## config.mk

```make
export PLATFORM = sky130hd
export DESIGN_NAME = osd_window_placement
export DESIGN_NICKNAME = d
export VERILOG_FILES = /design/src/design/osd_place_pkg.sv /design/src/design/osd_column_stepper.sv /design/src/design/osd_window_placement.sv
export VERILOG_INCLUDE_DIRS = /design/src /design/src/design
export SDC_FILE = /design/constraint.sdc
export NUM_CORES = 1
export LEC_CHECK = 0
export BUFFER_PORTS_ARGS = -buffer_cell sky130_fd_sc_hd__buf_4
export CAP_MARGIN = 5
export CORE_ASPECT_RATIO = 2
export CORE_UTILIZATION = 45
export DETAILED_ROUTE_END_ITERATION = 7
export SYNTH_ARGS = -nofsm -noshare
export SYNTH_HDL_FRONTEND = slang
export SYNTH_SLANG_ARGS = --single-unit
```

## constraint.sdc

```tcl
create_clock -name CLOCK -period 12.1 [get_ports CLOCK]
set_clock_uncertainty 0.05 [all_clocks]
set_input_delay 0.605 -clock CLOCK [delete_from_list [all_inputs] [get_ports CLOCK]]
set_output_delay 0.605 -clock CLOCK [all_outputs]
set_load 0.01 [all_outputs]
```

## src/design/osd_place_cfg.svh

```systemverilog
`ifndef OSD_PLACE_CFG_SVH
`define OSD_PLACE_CFG_SVH
// ==========================================================
// register offsets
`define ADDR_W1_HSTART   16'h8410
`define ADDR_W1_VSTART   16'h8411
`define ADDR_W1_WIDE0    16'h8414
`define ADDR_W1_WIDE1    16'h8415
`define ADDR_W1_WIDE2    16'h8416
`define ADDR_W1_WIDE3    16'h8417
`define ADDR_W2_HSTART   16'h8418
`define ADDR_W2_VSTART   16'h8419
`define ADDR_W2_BASE_LO  16'h841A
`define ADDR_W2_BASE_HI  16'h841B
`define ADDR_W2_WIDE0    16'h841C
`define ADDR_W2_WIDE1    16'h841D
`define ADDR_W2_WIDE2    16'h841E
`define ADDR_W2_WIDE3    16'h841F
// ==========================================================
// reset values
`define RESET_BYTE       8'h00
`define RESET_WIDE       32'h0000_0000
`define RESET_BASE       9'h000
// ==========================================================
// placement and width figures
`define H_SCALE_SHIFT    2
`define H_OFFSET         11'h01E
`define H_FIRST_USABLE   11'h02A
`define V_SCALE_SHIFT    1
`define HEIGHT_SHIFT     2
`define FONT_LAST        4'hB
`define WIDE_COLS        6'h20
`endif

```

## src/design/osd_place_pkg.sv

```systemverilog
package osd_place_pkg;
  // ==========================================================
  // settings of one window, as software programs them; window 1 base comes from WINDOW1_BASE instead
  typedef struct packed {
    logic [7:0]  hstart;
    logic [7:0]  vstart;
    logic [31:0] wide;
    logic [8:0]  base;
  } window_cfg_type;
  // ==========================================================
  // one fetch slot of the column stepper
  typedef struct packed {
    logic        fetch;
    logic [8:0]  ram_addr;
    logic [3:0]  font_col;
    logic [5:0]  column;
    logic        wide;
  } fetch_type;
  // ==========================================================
  typedef enum logic [1:0] {
    SPAN_IDLE = 2'b01,
    SPAN_RUN  = 2'b10
  } span_state_type;
endpackage : osd_place_pkg

```

## src/design/osd_column_stepper.sv

```systemverilog
`timescale 1ns/10ps
`include "osd_place_cfg.svh"
module osd_column_stepper #(
  parameter int COLS = 40
) (
  input  wire logic                   clock,      // osd pixel clock
  input  wire logic                   reset_n,    // sync reset
  input  wire logic                   start,      // launch one row span
  input  wire logic [8:0]             row_base,   // address of row start code
  input  wire logic [31:0]            wide_mask,  // per column double width
  output osd_place_pkg::fetch_type    slot        // current fetch slot
);
  import osd_place_pkg::*;

  span_state_type state_q;
  logic [5:0]     col_q;
  logic [3:0]     font_q;
  logic           phase_q;
  logic [8:0]     addr_q;
  logic           wide;

  // ==========================================================
  // width of current column; past the 32nd always normal
  assign wide = (col_q < `WIDE_COLS) && wide_mask[col_q[4:0]];

  // ==========================================================
  // span state
  always_ff @(posedge clock) begin
    if (!reset_n) begin
      state_q <= SPAN_IDLE;
    end else begin
      case (state_q)
        SPAN_IDLE: if (start) state_q <= SPAN_RUN;
        SPAN_RUN: begin
          if (font_q == `FONT_LAST && !(wide && !phase_q) && col_q == 6'(COLS - 1)) begin
            state_q <= SPAN_IDLE;
          end
        end
        default: state_q <= SPAN_IDLE;
      endcase
    end
  end

  // ==========================================================
  // font pixel and column stepping; wide columns repeat each pixel
  always_ff @(posedge clock) begin
    if (!reset_n) begin
      col_q   <= 6'h00;
      font_q  <= 4'h0;
      phase_q <= 1'b0;
      addr_q  <= 9'h000;
    end else if (state_q == SPAN_IDLE) begin
      if (start) begin
        col_q   <= 6'h00;
        font_q  <= 4'h0;
        phase_q <= 1'b0;
        addr_q  <= 9'(row_base + 9'h001);
      end
    end else if (wide && !phase_q) begin
      phase_q <= 1'b1;
    end else begin
      phase_q <= 1'b0;
      if (font_q == `FONT_LAST) begin
        font_q <= 4'h0;
        col_q  <= 6'(col_q + 6'h01);
        addr_q <= 9'(addr_q + 9'h001);
      end else begin
        font_q <= 4'(font_q + 4'h1);
      end
    end
  end

  assign slot.fetch    = (state_q == SPAN_RUN);
  assign slot.ram_addr = addr_q;
  assign slot.font_col = font_q;
  assign slot.column   = col_q;
  assign slot.wide     = wide && (state_q == SPAN_RUN);
endmodule : osd_column_stepper

```

## src/design/osd_window_placement.sv

```systemverilog
`timescale 1ns/10ps
`include "osd_place_cfg.svh"
// Contract
// two windows, each alone or both together
// horizontal start counts osd pixels
// left edge at four times start plus thirty
// earliest working left edge about forty-two
// software keeps horizontal start above two
// top edge at twice vertical start
// character line spans scaled scan lines
// software keeps windows inside active video
// window two fetches from 9-bit base
// base location holds first row start code
// software writes zero to reserved base bits
// cleared column bit gives twelve pixel column
// set column bit doubles each font pixel
// columns past thirty-second always normal width
// height setting is osd lines over four
// wide column advances font index every second pixel
module osd_window_placement #(
  parameter int         COLS         = 40,      // characters per row
  parameter int         ROWS         = 16,      // rows per window
  parameter int         ROW_LINES    = 18,      // character lines per row
  parameter logic [8:0] WINDOW1_BASE = 9'h000   // window 1 row start address
) (
  input  wire logic        CLOCK,                     // osd pixel clock
  input  wire logic        RESETN,                    // sync reset
  input  wire logic [15:0] REG_ADDR,                  // register address
  input  wire logic        REG_WRITE,                 // write strobe
  input  wire logic [7:0]  REG_WDATA,                 // write data
  input  wire logic        REG_READ,                  // read strobe
  output logic      [7:0]  REG_RDATA,                 // read data
  input  wire logic        H_FLYBACK,                 // horizontal flyback
  input  wire logic        V_FLYBACK,                 // vertical flyback
  input  wire logic [7:0]  CHARACTER_HEIGHT_SETTING,  // osd lines over four
  input  wire logic        WINDOW1_ENABLE,            // show window 1
  input  wire logic        WINDOW2_ENABLE,            // show window 2
  output logic             WINDOW1_FETCH,             // window 1 fetching
  output logic             WINDOW2_FETCH,             // window 2 fetching
  output logic      [8:0]  WINDOW1_RAM_ADDR,          // window 1 page address
  output logic      [8:0]  WINDOW2_RAM_ADDR,          // window 2 page address
  output logic      [3:0]  WINDOW1_FONT_COL,          // window 1 font column
  output logic      [3:0]  WINDOW2_FONT_COL,          // window 2 font column
  output logic      [4:0]  WINDOW1_FONT_LINE,         // window 1 line in row
  output logic      [4:0]  WINDOW2_FONT_LINE,         // window 2 line in row
  output logic             WINDOW1_ACTIVE,            // window 1 on screen
  output logic             WINDOW2_ACTIVE             // window 2 on screen
);
  import osd_place_pkg::*;

  localparam int PIPE = int'(`H_FIRST_USABLE - `H_OFFSET);

  // ==========================================================
  // register storage
  logic [7:0]     w1_hstart_q;
  logic [7:0]     w1_vstart_q;
  logic [31:0]    w1_wide_q;
  logic [7:0]     w2_hstart_q;
  logic [7:0]     w2_vstart_q;
  logic [31:0]    w2_wide_q;
  logic [8:0]     w2_base_q;
  window_cfg_type cfg [2];

  // ==========================================================
  // raster tracking
  logic           h_prev_q;
  logic           v_prev_q;
  logic           h_edge;
  logic           v_edge;
  logic [10:0]    pix_q;
  logic [10:0]    scan_count_q;
  logic [10:0]    frame_lines_q;
  logic [11:0]    acc_q;
  logic [11:0]    acc_sum;
  logic [11:0]    acc_step;
  logic [8:0]     osd_line_q;
  logic           line_tick;

  // ==========================================================
  // per window outputs gathered for the output stage
  fetch_type      slot    [2];
  logic [4:0]     row_line [2];
  logic           enable  [2];

  assign enable[0] = WINDOW1_ENABLE;
  assign enable[1] = WINDOW2_ENABLE;

  // ==========================================================
  // register writes; only the low base bit is kept in the high byte
  always_ff @(posedge CLOCK) begin
    if (!RESETN) begin
      w1_hstart_q <= `RESET_BYTE;
      w1_vstart_q <= `RESET_BYTE;
      w1_wide_q   <= `RESET_WIDE;
      w2_hstart_q <= `RESET_BYTE;
      w2_vstart_q <= `RESET_BYTE;
      w2_wide_q   <= `RESET_WIDE;
      w2_base_q   <= `RESET_BASE;
    end else if (REG_WRITE) begin
      if (REG_ADDR == `ADDR_W1_HSTART) begin
        w1_hstart_q <= REG_WDATA;
      end else if (REG_ADDR == `ADDR_W1_VSTART) begin
        w1_vstart_q <= REG_WDATA;
      end else if (REG_ADDR == `ADDR_W1_WIDE0) begin
        w1_wide_q[7:0] <= REG_WDATA;
      end else if (REG_ADDR == `ADDR_W1_WIDE1) begin
        w1_wide_q[15:8] <= REG_WDATA;
      end else if (REG_ADDR == `ADDR_W1_WIDE2) begin
        w1_wide_q[23:16] <= REG_WDATA;
      end else if (REG_ADDR == `ADDR_W1_WIDE3) begin
        w1_wide_q[31:24] <= REG_WDATA;
      end else if (REG_ADDR == `ADDR_W2_HSTART) begin
        w2_hstart_q <= REG_WDATA;
      end else if (REG_ADDR == `ADDR_W2_VSTART) begin
        w2_vstart_q <= REG_WDATA;
      end else if (REG_ADDR == `ADDR_W2_BASE_LO) begin
        w2_base_q[7:0] <= REG_WDATA;
      end else if (REG_ADDR == `ADDR_W2_BASE_HI) begin
        w2_base_q[8] <= REG_WDATA[0];
      end else if (REG_ADDR == `ADDR_W2_WIDE0) begin
        w2_wide_q[7:0] <= REG_WDATA;
      end else if (REG_ADDR == `ADDR_W2_WIDE1) begin
        w2_wide_q[15:8] <= REG_WDATA;
      end else if (REG_ADDR == `ADDR_W2_WIDE2) begin
        w2_wide_q[23:16] <= REG_WDATA;
      end else if (REG_ADDR == `ADDR_W2_WIDE3) begin
        w2_wide_q[31:24] <= REG_WDATA;
      end
    end
  end

  // ==========================================================
  // register reads; reserved base bits and unmapped addresses give zero
  always_ff @(posedge CLOCK) begin
    if (!RESETN) begin
      REG_RDATA <= 8'h00;
    end else if (REG_READ) begin
      if (REG_ADDR == `ADDR_W1_HSTART) begin
        REG_RDATA <= w1_hstart_q;
      end else if (REG_ADDR == `ADDR_W1_VSTART) begin
        REG_RDATA <= w1_vstart_q;
      end else if (REG_ADDR == `ADDR_W1_WIDE0) begin
        REG_RDATA <= w1_wide_q[7:0];
      end else if (REG_ADDR == `ADDR_W1_WIDE1) begin
        REG_RDATA <= w1_wide_q[15:8];
      end else if (REG_ADDR == `ADDR_W1_WIDE2) begin
        REG_RDATA <= w1_wide_q[23:16];
      end else if (REG_ADDR == `ADDR_W1_WIDE3) begin
        REG_RDATA <= w1_wide_q[31:24];
      end else if (REG_ADDR == `ADDR_W2_HSTART) begin
        REG_RDATA <= w2_hstart_q;
      end else if (REG_ADDR == `ADDR_W2_VSTART) begin
        REG_RDATA <= w2_vstart_q;
      end else if (REG_ADDR == `ADDR_W2_BASE_LO) begin
        REG_RDATA <= w2_base_q[7:0];
      end else if (REG_ADDR == `ADDR_W2_BASE_HI) begin
        REG_RDATA <= {7'h00, w2_base_q[8]};
      end else if (REG_ADDR == `ADDR_W2_WIDE0) begin
        REG_RDATA <= w2_wide_q[7:0];
      end else if (REG_ADDR == `ADDR_W2_WIDE1) begin
        REG_RDATA <= w2_wide_q[15:8];
      end else if (REG_ADDR == `ADDR_W2_WIDE2) begin
        REG_RDATA <= w2_wide_q[23:16];
      end else if (REG_ADDR == `ADDR_W2_WIDE3) begin
        REG_RDATA <= w2_wide_q[31:24];
      end else begin
        REG_RDATA <= 8'h00;
      end
    end
  end

  // ==========================================================
  // settings bundled per window
  assign cfg[0] = '{hstart: w1_hstart_q, vstart: w1_vstart_q, wide: w1_wide_q, base: WINDOW1_BASE};
  assign cfg[1] = '{hstart: w2_hstart_q, vstart: w2_vstart_q, wide: w2_wide_q, base: w2_base_q};

  // ==========================================================
  // flyback edges; inputs are already synchronous
  always_ff @(posedge CLOCK) begin
    if (!RESETN) begin
      h_prev_q <= 1'b0;
      v_prev_q <= 1'b0;
    end else begin
      h_prev_q <= H_FLYBACK;
      v_prev_q <= V_FLYBACK;
    end
  end

  assign h_edge = H_FLYBACK && !h_prev_q;
  assign v_edge = V_FLYBACK && !v_prev_q;

  // ==========================================================
  // osd pixel count from horizontal flyback; saturates, never wraps
  always_ff @(posedge CLOCK) begin
    if (!RESETN) begin
      pix_q <= 11'h000;
    end else if (h_edge) begin
      pix_q <= 11'h000;
    end else if (pix_q != 11'h7FF) begin
      pix_q <= 11'(pix_q + 11'h001);
    end
  end

  // ==========================================================
  // scan lines per frame, measured over the previous frame
  always_ff @(posedge CLOCK) begin
    if (!RESETN) begin
      scan_count_q  <= 11'h000;
      frame_lines_q <= 11'h001;
    end else if (v_edge) begin
      scan_count_q  <= 11'h000;
      frame_lines_q <= (scan_count_q == 11'h000) ? 11'h001 : scan_count_q;
    end else if (h_edge && scan_count_q != 11'h7FF) begin
      scan_count_q <= 11'(scan_count_q + 11'h001);
    end
  end

  // ==========================================================
  // constant height lines: setting times four lines spread over the
  // frame, so one character line spans frame/(4*setting) scan lines
  assign acc_step = {2'b00, CHARACTER_HEIGHT_SETTING, 2'b00};
  assign acc_sum  = 12'(acc_q + acc_step);
  assign line_tick = h_edge && !v_edge && (acc_sum >= {1'b0, frame_lines_q});

  always_ff @(posedge CLOCK) begin
    if (!RESETN) begin
      acc_q      <= 12'h000;
      osd_line_q <= 9'h000;
    end else if (v_edge) begin
      acc_q      <= 12'h000;
      osd_line_q <= 9'h000;
    end else if (line_tick) begin
      // step above frame length gives at most one line per scan line
      acc_q <= (12'(acc_sum - {1'b0, frame_lines_q}) >= {1'b0, frame_lines_q}) ? 12'h000
               : 12'(acc_sum - {1'b0, frame_lines_q});
      if (osd_line_q != 9'h1FF) begin
        osd_line_q <= 9'(osd_line_q + 9'h001);
      end
    end else if (h_edge) begin
      acc_q <= acc_sum;
    end
  end

  // ==========================================================
  // per window placement; both run independently
  for (genvar w = 0; w < 2; w++) begin : g_win
    logic [10:0] left_edge;
    logic [10:0] launch;
    logic [8:0]  top_line;
    logic        vert_q;
    logic [4:0]  line_q;
    logic [4:0]  row_q;
    logic [8:0]  row_base_q;
    logic        start;

    // left edge four times start plus thirty; fetch leads by the pipe
    assign left_edge = 11'({cfg[w].hstart, 2'b00}) + `H_OFFSET;
    // below the first usable edge the window launches as if at the first usable edge
    assign launch = (left_edge >= `H_FIRST_USABLE) ? 11'(left_edge - 11'(PIPE))
                    : `H_OFFSET;
    assign top_line = {cfg[w].vstart, 1'b0};

    // vertical span and row walk on each constant height line
    always_ff @(posedge CLOCK) begin
      if (!RESETN) begin
        vert_q     <= 1'b0;
        line_q     <= 5'h00;
        row_q      <= 5'h00;
        row_base_q <= 9'h000;
      end else if (v_edge) begin
        vert_q <= (top_line == 9'h000);
        line_q <= 5'h00;
        row_q  <= 5'h00;
        row_base_q <= cfg[w].base;
      end else if (line_tick) begin
        if (9'(osd_line_q + 9'h001) == top_line) begin
          vert_q     <= 1'b1;
          line_q     <= 5'h00;
          row_q      <= 5'h00;
          row_base_q <= cfg[w].base;
        end else if (vert_q) begin
          if (line_q == 5'(ROW_LINES - 1)) begin
            line_q     <= 5'h00;
            row_base_q <= 9'(row_base_q + 9'(COLS + 1));
            if (row_q == 5'(ROWS - 1)) begin
              vert_q <= 1'b0;
            end else begin
              row_q <= 5'(row_q + 5'h01);
            end
          end else begin
            line_q <= 5'(line_q + 5'h01);
          end
        end
      end
    end

    assign start = enable[w] && vert_q && (pix_q == launch) && !h_edge;
    assign row_line[w] = line_q;

    osd_column_stepper #(
      .COLS (COLS)
    ) u_stepper (
      .clock     (CLOCK),
      .reset_n   (RESETN),
      .start     (start),
      .row_base  (row_base_q),
      .wide_mask (cfg[w].wide),
      .slot      (slot[w])
    );
  end

  // ==========================================================
  // fetch side outputs, registered
  always_ff @(posedge CLOCK) begin
    if (!RESETN) begin
      WINDOW1_FETCH     <= 1'b0;
      WINDOW2_FETCH     <= 1'b0;
      WINDOW1_RAM_ADDR  <= 9'h000;
      WINDOW2_RAM_ADDR  <= 9'h000;
      WINDOW1_FONT_COL  <= 4'h0;
      WINDOW2_FONT_COL  <= 4'h0;
      WINDOW1_FONT_LINE <= 5'h00;
      WINDOW2_FONT_LINE <= 5'h00;
    end else begin
      WINDOW1_FETCH     <= slot[0].fetch;
      WINDOW2_FETCH     <= slot[1].fetch;
      WINDOW1_RAM_ADDR  <= slot[0].ram_addr;
      WINDOW2_RAM_ADDR  <= slot[1].ram_addr;
      WINDOW1_FONT_COL  <= slot[0].font_col;
      WINDOW2_FONT_COL  <= slot[1].font_col;
      WINDOW1_FONT_LINE <= row_line[0];
      WINDOW2_FONT_LINE <= row_line[1];
    end
  end

  // ==========================================================
  // display pipe: fetch slots reach the screen PIPE pixels later
  logic [PIPE-1:0] pipe1_q;
  logic [PIPE-1:0] pipe2_q;

  always_ff @(posedge CLOCK) begin
    if (!RESETN) begin
      pipe1_q <= '0;
      pipe2_q <= '0;
    end else begin
      pipe1_q <= {pipe1_q[PIPE-2:0], slot[0].fetch};
      pipe2_q <= {pipe2_q[PIPE-2:0], slot[1].fetch};
    end
  end

  assign WINDOW1_ACTIVE = pipe1_q[PIPE-1];
  assign WINDOW2_ACTIVE = pipe2_q[PIPE-1];
endmodule : osd_window_placement

```

==> flow_summary.json <==
{
  "dieArea_um2": 39800,
  "synth_cell_types": 98,
  "slowest_stage": "a2111oi_0",
  "crit_type": "reg -> reg",
  "tightest_slew_ns": 1.18,
  "drt_iter0_markers": 760,
  "yosys_warnings": 0,
  "critPathRequiredTime_ns": 12.55,
  "core_um2": 38200,
  "grt_pass1_wl_um": 81200,
  "clk_path_buf_depth": 3,
  "synth_edf_count": 0,
  "nets": 2120,
  "cp.depth": 20,
  "cts_buffers": 30,
  "max_freq_mhz": 178,
  "cts_hold_buf": 0,
  "reg2reg_depth": 20,
  "synth_area_um2": 17500,
  "final-setup-viol-count": 0,
  "ir_drop_mv": 0.112,
  "synth_nets": 2126,
  "final_common_cell": "dfxtp_1",
  "grt_usage_pct": 26.1,
  "fin_crit_sh_pct": 46.3,
  "cp-end-kind": "flip-flop",
  "worstPathCellList": "ha_1, fa_1, a21o_1, a21oi_1, o21bai_1, a21oi_1, xnor2_1, ha_1, inv_1, nor2_1, nor4_1, a21oi_1, xor2_1, ha_1, o211ai_1, a21oi_1, a211o_1, a2111oi_0, o21ai_1, nor3_1",
  "io_pins": 88,
  "min_path_cells": 2,
  "rows": 101,
  "cp_num_buf_inv": 1,
  "ys_seq_area_share_pct": 35.8,
  "relSlewSlack_pct": 21.2,
  "vias_per_cell": 5.99,
  "power_density_nw_per_um2": 118,
  "initial_core_util_pct": 45.9,
  "pre_cts_ws_ns": 6.09,
  "clock_latency_ns": 0.58,
  "finalMaxSlewViolations": 0,
  "max_stage_delay_ns": 0.95,
  "gr-total-overflow": 0,
  "drt_wl_total_um": 51400,
  "crit_fanout": 8,
  "fin_ws_ns": 6.50,
  "status": "completed",
  "critPathLaunchType": "flip-flop",
  "drt_first_pass_iters": 6,
  "dp.final_hpwl_um": 37800,
  "grt_antenna_before_repair": 0,
  "n_antenna_cell": 0,
  "hold_violations": 0,
  "vias": 15316,
  "die_h_um": 281,
  "path_delay_family": "compound AO/OA/AOI/OAI gates",
  "hp-class": "in -> reg",
  "grt_pass1_vias": 14949,
  "drive_gt1_share_pct": 11.0,
  "maxCapViolCount": 0,
  "cts_sinks": 313,
  "grt_max_degree": 83,
  "dieWidth_um": 142,
  "place_area_um2": 18300,
  "synthCells": 2026,
  "layout_min_cycle_time_ns": 5.60,
  "portBuffers": 87,
  "wl_per_cell_um": 20.1,
  "layout_common_cells": "dfxtp_1, nor2_1, nand2_1",
  "root_buffer": "clkbuf_16",
  "ant_nets": 0,
  "worstPathArrival_ns": 6.05,
  "cts_resized": 0,
  "remaining_drc_errors": 0,
  "ys_ff_latch": 313,
  "postLayoutCellArea_um2": 19300,
  "leakagePower_nw": 7.44,
  "grt_setup_unrepaired": "no",
  "ys.flop_type": "dfxtp_1",
  "htree_levels": 1,
  "cts_setup_buffers": 0,
  "async_reset_ff_share_pct": 0,
  "postSynthAreaPerCell_um2": 8.65,
  "syn_to_final_growth_pct": 10.4,
  "cts_tree": "done",
  "tns_ns": 0,
  "gp_routability_congestion": 0.890,
  "clk_pin_slew_worst_paths_ns": 0.06,
  "path_common_cell": "a21oi_1"
}
power by group:
part           internal, mW  switching [mW]  total (mW)
Combinational         0.103           0.169       0.271
Sequential             1.04          0.0128        1.05
Clock                 0.539           0.423       0.962
flip-flops by register name (all words and copies together), names as in the netlist, 11 cells and up:
name / cells
frame_lines_q: 11
pipe2_q: 12
acc_q: 12
g_win.u_stepper.addr_q: 18
pipe1_q: 12
pix_q: 11
g_win.u_stepper.col_q: 12
w2_wide_q: 32
scan_count_q: 11
g_win.row_base_q: 18
w1_wide_q: 32
cell type report:
type	instances	area, um^2
Timing Repair Buffer	98	736
Clock inverter	10	91.3
Fill cell	3723	18800
Sequential cell	313	6270
Inverter	51	194
Clock buffer	44	905
Tap cell	515	644
Multi-Input combinational cell	1526	10500
Yosys cell counts, drive strengths merged (5+ instances only):
master   count  area share [%]
dfxtp      313              36
nor2       226             4.8
nand2      135             2.9
clkbuf     118             2.6
a21oi      113             3.2
mux2i      109             6.2
nand3       93             2.7
o21ai       89             2.6
and2        68             2.4
ha          58             4.1
xnor2       53             2.7
inv         50             1.1
nor3        47             1.4
a31oi       34             1.2
xor2        30             1.5
nand2b      29             1.0
and3        27            0.99
nor2b       25            0.89
mux4        24             3.1
nand4       22            0.79
o22ai       22            0.79
nor4        21            0.79
or3         20            0.74
a21o        18            0.77
buf         18            0.60
or4         16            0.75
nor3b       15            0.64
o211ai      15            0.64
a211oi      12            0.54
mux2        12            0.77
or2         12            0.43
a32oi       11            0.55
o21a        11            0.47
xnor3       11             1.4
a22oi       10            0.49
nand3b       9            0.39
o21bai       9            0.39
o31a         9            0.45
a22o         7            0.35
o2111ai      6            0.34
o211a        6            0.34
o221a        6            0.39
a2111oi      5            0.26
and4         5            0.25
o41ai        5            0.25
metrics by stage:
stage / std cells / hold slack, ns / util (%) / total power, mW
after floorplan: 2026 / 0.362 / - / 1.26
after global placement: 2503 / 0.367 / 48.1 / 1.34
after detailed placement: 2503 / 0.369 / 48.1 / 1.35
final: 2557 / 0.189 / 50.7 / 2.29
after CTS: 2557 / 0.163 / 50.7 / 2.31
after global routing: 2557 / 0.190 / 50.7 / 2.37
worst reg2reg max path, stage by stage, from the launching register on:
cell and delay [ns]:
dfxtp_1 0.31, ha_1 0.21, fa_1 0.40, a21o_1 0.19, a21oi_1 0.26, o21bai_1 0.09
a21oi_1 0.22, xnor2_1 0.19, ha_1 0.33, inv_1 0.10, nor2_1 0.06, nor4_1 0.29
a21oi_1 0.15, xor2_1 0.22, ha_1 0.28, o211ai_1 0.10, a21oi_1 0.08, a211o_1 0.25
a2111oi_0 0.95, o21ai_1 0.48, nor3_1 0.30
logic make-up after synthesis:
family          Yosys count  synth area share [%]
mux                     145                  10.1
flops                   313                  35.8
fa+ha+maj                60                  4.37
simple gates            784                  22.7
buf+inv                 187                  4.28
compound gates          442                  17.1
xor+xnor                 95                  5.74
routing by layer:
layer,GRT usage [%],wire length (um),up-vias
li1,-,-,7326
met1,26.4,18600,7366
met2,51.1,27900,464
met3,2.33,1940,160
met4,14.9,3010,0
met5,0,0,-
path summary, 6_finish.rpt:
kind	start	end	slack, ns
max reg2reg	acc_q[2]$_SDFFE_PP0P_	acc_q[5]$_SDFFE_PP0P_	6.50
min	H_FLYBACK	h_prev_q$_SDFF_PN0_	0.19
min reg2reg	pipe2_q[8]$_SDFF_PN0_	pipe2_q[9]$_SDFF_PN0_	0.38
max	acc_q[2]$_SDFFE_PP0P_	acc_q[5]$_SDFFE_PP0P_	6.50
Power figures use the tool's default switching activity.
